## config.mk

```make
export PLATFORM = sky130hd
export DESIGN_NAME = relay_trip_logic
export DESIGN_NICKNAME = d
export VERILOG_FILES = /design/src/logic/relay_trip_logic.v
export VERILOG_INCLUDE_DIRS = /design/src /design/src/logic
export SDC_FILE = /design/constraint.sdc
export NUM_CORES = 2
export LEC_CHECK = 0
export ABC_AREA = 0
export BUFFER_PORTS_ARGS = -buffer_cell sky130_fd_sc_hd__buf_2
export CAP_MARGIN = 20
export CORE_MARGIN = 2
export CORE_UTILIZATION = 30
export CTS_BUF_LIST = sky130_fd_sc_hd__clkbuf_4 sky130_fd_sc_hd__clkbuf_8
export DETAILED_ROUTE_END_ITERATION = 8
export PLACE_DENSITY_LB_ADDON = 0.05
export SLEW_MARGIN = 20
export SYNTH_ARGS = -nofsm -noshare
export SYNTH_HDL_FRONTEND = slang
export SYNTH_SLANG_ARGS = --single-unit
```

## constraint.sdc

```tcl
create_clock -name hclk -period 18 [get_ports hclk]
set_input_delay 0 -clock hclk [delete_from_list [all_inputs] [get_ports hclk]]
set_output_delay 0 -clock hclk [all_outputs]
set_load 0.02 [all_outputs]
```

## src/logic/relay_trip_defines.vh

```
// Constants for the relay trip logic: function codes and register map
`ifndef RELAY_TRIP_DEFINES_VH
`define RELAY_TRIP_DEFINES_VH

// Control function codes
`define FN_OFF       8'h00
`define FN_LEVEL     8'h01
`define FN_INB       8'h02
`define FN_OUTB      8'h03
`define FN_RATE      8'h04
`define FN_TEMP      8'h05
`define FN_ECHO      8'h06
`define FN_CABLE     8'h07
`define FN_FLOW_QTY  8'h08
`define FN_FLOW_INT  8'h09
`define FN_FDA       8'h32
`define FN_FDB       8'h33
`define FN_ADA       8'h34
`define FN_ADB       8'h35
`define FN_SRA       8'h36
`define FN_SRB       8'h37
`define FN_FIFO      8'h38
`define FN_FLUSH     8'h40
`define FN_COMM      8'h41

// Per-relay word within a relay block
`define FLD_FUNC     3'h0
`define FLD_ON       3'h1
`define FLD_OFF      3'h2
`define FLD_AUX      3'h3
`define FLD_CMD      3'h4

// Region select in haddr[11:8]
`define REGION_RELAY 4'h0
`define REGION_GLOB  4'h1

// Global registers, byte offsets
`define REG_STATUS   12'h100
`define REG_EMPTY    12'h104
`define REG_FLUSH    12'h108

// Reset values and the hsize code of a word transfer
`define RST_FUNC     8'h00
`define RST_SP       16'h0000
`define RST_AUX      32'h0000_0000
`define RST_EMPTY    16'h0000
`define RST_FLUSH    24'h00_0000
`define WORD_SIZE    3'h2
`endif

```

## src/logic/relay_trip_logic.v

```verilog
// Per-relay trip logic with an AHB-Lite register slave
//
// Overview of operation
// - Code 0 disables relay, output off
// - Code 1 trips at ON, resets at OFF
// - Code 2 in-bounds, code 3 out-of-bounds
// - In-bounds: active while level inside range
// - Out-of-bounds: active when level leaves range
// - Code 4 compares rate of change instead
// - Temperature mode compares temperature against setpoints
// - Code 6 echo loss, code 7 cable fault
// - Flow pulse per scaled quantity or interval
// - Code 50 fixed setpoints, multiple pumps run
// - Code 51 fixed setpoints, single pump runs
// - Code 52 rotating setpoints, multiple pumps run
// - Alternate backup rotates setpoints, single pump
// - Codes 54/55 service ratio, assist/backup; the logic rotates them exactly as codes 52/53
// - Code 56 starts alternate, stops first-started first
// - Code 64 drives flush device by flush settings
// - Code 65 relay follows external commands
// - Setpoints referenced from the empty point
// - Reaching ON setpoint leaves normal state
// - Reaching OFF setpoint returns normal state
// - Bounds modes: ON is upper limit
// - Bounds modes: OFF is lower limit
// - Setpoints in span level units, except codes 4/5 (rate, temperature)
`timescale 1ns/1ps
`include "relay_trip_defines.vh"

module relay_trip_logic #(
    parameter NUM_RELAYS = 6,
    parameter IDX_W      = 3
) (
    // Clock and reset
    input  wire                  hclk,
    input  wire                  hresetn,
    // AHB-Lite slave
    input  wire                  hsel,
    input  wire [31:0]           haddr,
    input  wire [1:0]            htrans,
    input  wire                  hwrite,
    input  wire [2:0]            hsize,
    input  wire [31:0]           hwdata,
    input  wire                  hready,
    output reg                   hreadyout,
    output reg  [31:0]           hrdata,
    output reg                   hresp,
    // Process values from measurement logic
    input  wire [15:0]           distance,
    input  wire signed [15:0]    rate,
    input  wire signed [15:0]    temperature,
    input  wire                  echo_loss,
    input  wire                  cable_fault,
    input  wire                  totalizer_pulse,
    input  wire                  tick,
    // Relay drives
    output reg  [NUM_RELAYS-1:0] relay_out
);

    // Configuration storage
    reg         [7:0]            relay_control_function [0:NUM_RELAYS-1];
    reg  signed [15:0]           relay_on_setpoint      [0:NUM_RELAYS-1];
    reg  signed [15:0]           relay_off_setpoint     [0:NUM_RELAYS-1];
    reg         [31:0]           relay_aux              [0:NUM_RELAYS-1];
    reg         [NUM_RELAYS-1:0] comm_cmd;
    reg         [15:0]           empty_reference;
    reg         [23:0]           flush_system_settings;

    // Control state
    reg         [NUM_RELAYS-1:0] demand;
    reg         [NUM_RELAYS-1:0] pulse_hold;
    reg         [15:0]           qty_cnt  [0:NUM_RELAYS-1];
    reg         [15:0]           ival_cnt [0:NUM_RELAYS-1];
    reg         [IDX_W-1:0]      rot;
    reg                          alt_busy;
    reg         [7:0]            flush_cnt;
    reg         [15:0]           flush_timer;

    // Bus state
    reg                          wr_pend;
    reg                          rd_pend;
    reg         [11:0]           acc_addr;

    // Combinational results
    reg         [NUM_RELAYS-1:0] next_demand;
    reg         [NUM_RELAYS-1:0] next_relay;
    reg         [NUM_RELAYS-1:0] pump_mask;
    reg         [NUM_RELAYS-1:0] alt_mask;
    reg         [NUM_RELAYS-1:0] qty_hit;
    reg         [NUM_RELAYS-1:0] ival_hit;
    reg                          top_found;
    reg         [IDX_W-1:0]      top_slot;
    reg         [IDX_W-1:0]      top_idx;
    reg         [31:0]           rd_data;

    wire signed [15:0]           level;
    wire                         take;
    wire                         flush_active;
    wire                         pump_start;
    wire                         any_alt;
    wire        [IDX_W-1:0]      acc_idx;
    wire        [2:0]            acc_fld;
    wire                         acc_relay;

    integer i, j, k, m;
    integer s, grp_s;
    reg         [7:0]            fn, grp_fn;
    reg  signed [15:0]           val;
    reg  signed [15:0]           on_v;
    reg  signed [15:0]           off_v;
    reg                          inb;
    reg                          hit_on;
    reg                          hit_off;

    // Level measured up from empty, in span units
    assign level = $signed(empty_reference - distance);

    assign take      = hsel & hready & htrans[1];
    assign acc_idx   = acc_addr[IDX_W+4:5];
    assign acc_fld   = acc_addr[4:2];
    assign acc_relay = (acc_addr[11:8] == `REGION_RELAY) &&
                       (acc_addr[7:5] < NUM_RELAYS);

    assign flush_active = (flush_timer != 16'h0000);
    assign pump_start   = |(next_relay & ~relay_out & pump_mask);
    assign any_alt      = |(demand & alt_mask);

    // Group membership and backup selection
    always @*
    begin
        pump_mask = {NUM_RELAYS{1'b0}};
        alt_mask  = {NUM_RELAYS{1'b0}};
        top_found = 1'b0;
        top_slot  = {IDX_W{1'b0}};
        top_idx   = {IDX_W{1'b0}};
        grp_fn    = `FN_OFF;
        grp_s     = 0;
        for (j = 0; j < NUM_RELAYS; j = j + 1)
        begin
            grp_fn = relay_control_function[j];
            grp_s  = j + rot;
            if (grp_s >= NUM_RELAYS)
                grp_s = grp_s - NUM_RELAYS;
            pump_mask[j] = (grp_fn >= `FN_FDA) && (grp_fn <= `FN_FIFO);
            alt_mask[j]  = (grp_fn >= `FN_ADA) && (grp_fn <= `FN_FIFO);
            if (((grp_fn == `FN_FDB) || (grp_fn == `FN_ADB) || (grp_fn == `FN_SRB)) &&
                demand[j] && (!top_found || (grp_s[IDX_W-1:0] >= top_slot)))
            begin
                top_found = 1'b1;
                top_slot  = grp_s[IDX_W-1:0];
                top_idx   = j[IDX_W-1:0];
            end
        end
    end

    // Per-relay algorithm
    always @*
    begin
        next_demand = demand;
        next_relay  = {NUM_RELAYS{1'b0}};
        qty_hit     = {NUM_RELAYS{1'b0}};
        ival_hit    = {NUM_RELAYS{1'b0}};
        fn          = `FN_OFF;
        val         = level;
        on_v        = `RST_SP;
        off_v       = `RST_SP;
        inb         = 1'b0;
        hit_on      = 1'b0;
        hit_off     = 1'b0;
        for (i = 0; i < NUM_RELAYS; i = i + 1)
        begin
            fn = relay_control_function[i];
            s  = i + rot;
            if (s >= NUM_RELAYS)
                s = s - NUM_RELAYS;
            if ((fn >= `FN_ADA) && (fn <= `FN_FIFO))
            begin
                on_v  = relay_on_setpoint[s];
                off_v = relay_off_setpoint[s];
                if (fn == `FN_FIFO)
                    off_v = relay_off_setpoint[NUM_RELAYS-1-s];
            end
            else
            begin
                on_v  = relay_on_setpoint[i];
                off_v = relay_off_setpoint[i];
            end
            case (fn)
                `FN_RATE: val = rate;
                `FN_TEMP: val = temperature;
                default:  val = level;
            endcase
            if (on_v >= off_v)
            begin
                hit_on  = (val >= on_v);
                hit_off = (val <= off_v);
            end
            else
            begin
                hit_on  = (val <= on_v);
                hit_off = (val >= off_v);
            end
            if (hit_on)
                next_demand[i] = 1'b1;
            else if (hit_off)
                next_demand[i] = 1'b0;
            else
                next_demand[i] = demand[i];
            inb = (level <= relay_on_setpoint[i]) &&
                  (level >= relay_off_setpoint[i]);
            qty_hit[i]  = totalizer_pulse &&
                          (qty_cnt[i] + 16'h0001 >= relay_aux[i][15:0]);
            ival_hit[i] = tick && (relay_aux[i][31:16] != 16'h0000) &&
                          (ival_cnt[i] + 16'h0001 >= relay_aux[i][31:16]);
            case (fn)
                `FN_OFF:      next_relay[i] = 1'b0;
                `FN_LEVEL:    next_relay[i] = next_demand[i];
                `FN_INB:      next_relay[i] = inb;
                `FN_OUTB:     next_relay[i] = !inb;
                `FN_RATE:     next_relay[i] = next_demand[i];
                `FN_TEMP:     next_relay[i] = next_demand[i];
                `FN_ECHO:     next_relay[i] = echo_loss;
                `FN_CABLE:    next_relay[i] = cable_fault;
                `FN_FLOW_QTY: next_relay[i] = pulse_hold[i];
                `FN_FLOW_INT: next_relay[i] = pulse_hold[i];
                `FN_FDA:      next_relay[i] = next_demand[i];
                `FN_ADA:      next_relay[i] = next_demand[i];
                `FN_SRA:      next_relay[i] = next_demand[i];
                `FN_FIFO:     next_relay[i] = next_demand[i];
                `FN_FDB,
                `FN_ADB,
                `FN_SRB:      next_relay[i] = demand[i] && top_found &&
                                              (top_idx == i[IDX_W-1:0]);
                `FN_FLUSH:    next_relay[i] = flush_active;
                `FN_COMM:     next_relay[i] = comm_cmd[i];
                default:      next_relay[i] = 1'b0;
            endcase
        end
    end

    // Relay state, counters, rotation and flush timing
    always @(posedge hclk or negedge hresetn)
    begin
        if (!hresetn)
        begin
            relay_out   <= {NUM_RELAYS{1'b0}};
            demand      <= {NUM_RELAYS{1'b0}};
            pulse_hold  <= {NUM_RELAYS{1'b0}};
            rot         <= {IDX_W{1'b0}};
            alt_busy    <= 1'b0;
            flush_cnt   <= 8'h00;
            flush_timer <= 16'h0000;
            for (k = 0; k < NUM_RELAYS; k = k + 1)
            begin
                qty_cnt[k]  <= 16'h0000;
                ival_cnt[k] <= 16'h0000;
            end
        end
        else
        begin
            relay_out <= next_relay;
            demand    <= next_demand;
            for (k = 0; k < NUM_RELAYS; k = k + 1)
            begin
                if ((relay_control_function[k] == `FN_FLOW_QTY) ||
                    (relay_control_function[k] == `FN_FLOW_INT))
                begin
                    if (qty_hit[k])
                        qty_cnt[k] <= 16'h0000;
                    else if (totalizer_pulse)
                        qty_cnt[k] <= qty_cnt[k] + 16'h0001;
                    if (ival_hit[k] ||
                        (relay_control_function[k] != `FN_FLOW_INT))
                        ival_cnt[k] <= 16'h0000;
                    else if (tick)
                        ival_cnt[k] <= ival_cnt[k] + 16'h0001;
                    // Pulse stands until the next tick
                    if (qty_hit[k] || ival_hit[k])
                        pulse_hold[k] <= 1'b1;
                    else if (tick)
                        pulse_hold[k] <= 1'b0;
                end
                else
                begin
                    qty_cnt[k]    <= 16'h0000;
                    ival_cnt[k]   <= 16'h0000;
                    pulse_hold[k] <= 1'b0;
                end
            end
            // Advance lead pump once the group has fully stopped
            alt_busy <= any_alt;
            if (alt_busy && !any_alt)
            begin
                if (rot == NUM_RELAYS - 1)
                    rot <= {IDX_W{1'b0}};
                else
                    rot <= rot + 1'b1;
            end
            // Flush after a set number of cycles in which a pump starts
            if (flush_active && tick)
                flush_timer <= flush_timer - 16'h0001;
            if (pump_start && (flush_system_settings[7:0] != 8'h00))
            begin
                if (flush_cnt + 8'h01 >= flush_system_settings[7:0])
                begin
                    flush_cnt   <= 8'h00;
                    flush_timer <= flush_system_settings[23:8];
                end
                else
                    flush_cnt <= flush_cnt + 8'h01;
            end
        end
    end

    // Read data select
    always @*
    begin
        rd_data = 32'h0000_0000;
        if (acc_relay)
        begin
            case (acc_fld)
                `FLD_FUNC: rd_data = {24'h00_0000, relay_control_function[acc_idx]};
                `FLD_ON:   rd_data = {16'h0000, relay_on_setpoint[acc_idx]};
                `FLD_OFF:  rd_data = {16'h0000, relay_off_setpoint[acc_idx]};
                `FLD_AUX:  rd_data = relay_aux[acc_idx];
                `FLD_CMD:  rd_data = {31'h0000_0000, comm_cmd[acc_idx]};
                default:   rd_data = 32'h0000_0000;
            endcase
        end
        else
        begin
            case (acc_addr)
                `REG_STATUS: rd_data = {13'h0000, rot, 2'b00, demand,
                                        2'b00, relay_out};
                `REG_EMPTY:  rd_data = {16'h0000, empty_reference};
                `REG_FLUSH:  rd_data = {8'h00, flush_system_settings};
                default:     rd_data = 32'h0000_0000;
            endcase
        end
    end

    // AHB-Lite slave: writes zero wait, reads one wait state
    always @(posedge hclk or negedge hresetn)
    begin
        if (!hresetn)
        begin
            hreadyout             <= 1'b1;
            hrdata                <= 32'h0000_0000;
            hresp                 <= 1'b0;
            wr_pend               <= 1'b0;
            rd_pend               <= 1'b0;
            acc_addr              <= 12'h000;
            comm_cmd              <= {NUM_RELAYS{1'b0}};
            empty_reference       <= `RST_EMPTY;
            flush_system_settings <= `RST_FLUSH;
            for (m = 0; m < NUM_RELAYS; m = m + 1)
            begin
                relay_control_function[m] <= `RST_FUNC;
                relay_on_setpoint[m]      <= `RST_SP;
                relay_off_setpoint[m]     <= `RST_SP;
                relay_aux[m]              <= `RST_AUX;
            end
        end
        else
        begin
            hresp   <= 1'b0;
            wr_pend <= 1'b0;
            if (rd_pend)
            begin
                hrdata    <= rd_data;
                hreadyout <= 1'b1;
                rd_pend   <= 1'b0;
            end
            if (wr_pend && acc_relay)
            begin
                case (acc_fld)
                    `FLD_FUNC: relay_control_function[acc_idx] <= hwdata[7:0];
                    `FLD_ON:   relay_on_setpoint[acc_idx]      <= hwdata[15:0];
                    `FLD_OFF:  relay_off_setpoint[acc_idx]     <= hwdata[15:0];
                    `FLD_AUX:  relay_aux[acc_idx]              <= hwdata;
                    `FLD_CMD:  comm_cmd[acc_idx]               <= hwdata[0];
                    default:   comm_cmd                        <= comm_cmd;
                endcase
            end
            else if (wr_pend && (acc_addr == `REG_EMPTY))
                empty_reference <= hwdata[15:0];
            else if (wr_pend && (acc_addr == `REG_FLUSH))
                flush_system_settings <= hwdata[23:0];
            if (take)
            begin
                acc_addr <= haddr[11:0];
                if (hwrite)
                    wr_pend <= (hsize == `WORD_SIZE);
                else
                begin
                    rd_pend   <= 1'b1;
                    hreadyout <= 1'b0;
                end
            end
        end
    end

endmodule // relay_trip_logic

```

==> metrics.txt <==
status completed; Layout Cells excl Fill 11240; total gr overflow 0; data required time of the worst path 18780 ps; PD cells 66.54 nW/µm²; IO Pins 166; site row count 173; Die W 476.6 µm; Layout Nets 8985; initial DRC count 6222; Slew Viols, Final 0; Vias 64900; Total GRT Usage 0.3023; Util after Layout 0.3423; share of flip-flops with an asynchronous set or reset 1.000; HPWL after DPL 265100 µm; post-detailed-routing wire length 354400 µm; Hold Fails Final Rpt 0; Setup Skew 53.52 ps; Final TNS setup 0 ps; DRT antenna net count 0; period utilization 0.6434; TritonCTS Buffers 155; Slew @ Worst Pin 1265 ps; Distinct cells, synth 103; Slowest Stage Delay on Critical Path 820 ps; first-pass GRT wire length 491100 µm; Pre-Repair DR Iteration Count 8; vias in the first global route 61990; Die ar. 227200 µm²; Post-Syn Nets 8900; Root Buffer clkbuf_8; Critical Path End Type register; sequential power share 0.355; vias per inst 5.776; antenna violations before repair 26; max-cap violations 0; RSZ-0062 raised after global routing no; Max VDD drop 0.08369 mV; CTS tree yes; crit path DAT 12360 ps; DRC 0; Pint 3.336 mW; combinational share of power 0.233; Synth Warn # 0; Buffers on Ports 143; Clock Latency Late Sink 940 ps; Max Root-Sink Buffers 3; clock share of power 0.412; flops & latches, synth 763; Tmin final 11580 ps; Psw 1.722 mW; layout cell share with drive strength beyond 1 0.1253; biggest area consumer among synthesized cells dfrtp_1; Worst Path Max Fanout 78; pin count of the biggest net entering global routing 134; FMAX 86.34 MHz; Post-Syn Area 67010 µm²; Setup crit start kind register; Gate Count Post-Synth 8040; post-layout total power 5.058 mW; Slew headroom 0.1567; Synth area leaders dfrtp_1 (28%), ha_1 (14%), o21ai_0 (5.1%), nand2_1 (4.3%), a21oi_1 (4.2%); initial core utilization 0.3017; Avg Synthesized Cell Area 8.334 µm²; Post-synth EDFFs 0; GP Congestion 0.9829; Synth top area share 0.2846; CTS sink cnt 763; Crit Path Category register to register; Setup violations, final 0; placed insts 10840; area of the core 222100 µm²; post-DR wirelength/cell 31.54 µm; Post-CTS Setup Bufs 0; Seq/Total Area, Yosys 0.2850; Sw Ratio 0.3405; Hold Crit Class input pin to register; Hold WS 199.8 ps; area grow syn2layout 13.45%; Chip Height 476.6 µm; Reg2Reg Setup Slack 6420 ps; Worst path slowest cell buf_4; Reg clk slew, reported paths 70 ps; Main synth FF type dfrtp_1; CTS H-tree lvls 4; Leak Pwr 36.52 nW
-- kinds of logic (layout without fill, tap and decap cells) --
| family | Yosys count | in the layout | share of synthesized area |
|---|---|---|---|
| AO/OA/AOI/OAI | 2447 | 2447 | 0.2339 |
| adder cells (fa/ha/maj) | 734 | 734 | 0.1372 |
| buffers and inverters | 1088 | 1297 | 0.06153 |
| other | 1 | 14 | 0.00005596 |
| XOR/XNOR | 268 | 268 | 0.03503 |
| flip-flops | 763 | 763 | 0.2850 |
| multiplexers | 466 | 466 | 0.09155 |
| AND/OR/NAND/NOR | 2273 | 2273 | 0.1558 |
-- worst max-delay path: cells and delay by family, from the launching register on --
kind | cells | cell delay, ps
simple gates | 8 | 1210
buf+inv | 3 | 1520
mux | 4 | 1590
compound gates | 20 | 5110
fa+ha+maj | 5 | 1410
flops | 1 | 410
-- area by class of cell --
cell class / instances / area [µm²]
fill: 23230 / 146100
multi-input combinational: 6189 / 44260
sequential: 763 / 19110
tap: 2975 / 3722
timing repair buffer: 438 / 3227
clock buffer: 245 / 3103
inverter: 578 / 2172
clock inverter: 36 / 395.4
antenna: 13 / 32.53
-- timing repair --
item	in CTS	in global routing
resized for setup	0	0
setup endpoints to repair	0	0
endpoints found under the hold margin	925	0
hold buffers	102	0
-- per-stage QoR --
stage	area [µm²]	setup WS (ps)
2_1_floorplan	67010	7876
3_3_place_gp	71400	6459
3_5_place_dp	71430	6591
4_1_cts	75970	6541
5_1_grt	76000	5817
6_report	76020	6418
-- synth_stat cells (43+ instances only) --
master and n:
a21oi_1 561, xnor2_1 128, mux2_2 175, o21a_1 43
a31oi_1 76, o211ai_1 69, a22oi_1 236, clkbuf_1 458
nor3_1 160, ha_1 733, a221oi_1 108, mux4_2 96
dfrtp_1 762, inv_1 571, o21ai_0 682, buf_1 47
a211oi_1 88, nor4_1 56, nor2_1 668, nand4_1 111
nor2b_1 49, nand3_1 167, nand2_1 773, nand2b_1 52
mux2i_1 185, a22o_1 56, xor2_1 140, o22ai_1 52
and3_1 97, a21o_1 240, o221ai_1 63
-- worst paths after layout --
| path | cells past startpoint | start | end |
|---|---|---|---|
| max | 40 | rot[0] | flush_timer[1] |
| min | 3 | hwdata[16] | relay_aux[48] |
| max reg2reg | 40 | rot[0] | flush_timer[1] |
| min reg2reg | 1 | hrdata[6] | hrdata[6] |
| max in group asynchronous | 6 | hresetn | rot[0] |
| min in group asynchronous | 4 | hresetn | relay_aux[76] |
-- placed cells by master (no fill, tap or decap), types with 19 or more instances in the layout --
master and n:
nor2_1 640, inv_1 569, xor2_1 135, mux2_2 175, o21a_1 43, mux4_2 96, nor4_1 53, ha_1 732
a22o_1 56, a21oi_1 561, o22ai_1 52, or3_1 19, dfrtp_1 755, o211ai_1 69, nor2b_1 49, a31oi_1 75
mux2i_1 182, a22oi_1 236, xnor2_1 115, nand3_1 165, clkbuf_8 202, dlygate4sd3_1 101, nand2b_1 52, buf_2 143
a221oi_1 108, nand4_1 111, a211oi_1 85, and3_1 97, clkinv_2 19, o221ai_1 63, clkbuf_4 43, o21ai_0 679
nor3_1 147, a21o_1 240, or4_1 25, buf_4 190, nand2_1 772
-- per-layer routing --
layer / track usage / routed length (µm)
met1: 0.3792 / 146600
met3: 0.05168 / 22360
met4: 0.1768 / 23620
met2: 0.4873 / 161700
met5: 0 / 50
-- power groups by stage --
stage	clock [mW]	combinational, mW	sequential, mW
3_5_place_dp	0	1.15	1.83
6_report	2.08	1.18	1.80
3_3_place_gp	0	1.14	1.83
5_1_grt	2.22	1.24	1.80
2_1_floorplan	0	0.618	1.81
4_1_cts	2.15	1.18	1.80
-- state kept, by name, summed over array words and instances, names as in the netlist, 8 cells and up --
name and cells:
acc_addr 12, empty_reference 16, flush_cnt 8, flush_system_settings 24
flush_timer 16, fn 8, hrdata 32, ival_cnt 96
qty_cnt 96, relay_aux 192, relay_control_function 40, relay_off_setpoint 96
relay_on_setpoint 96
(Power assumes the default switching activity.)
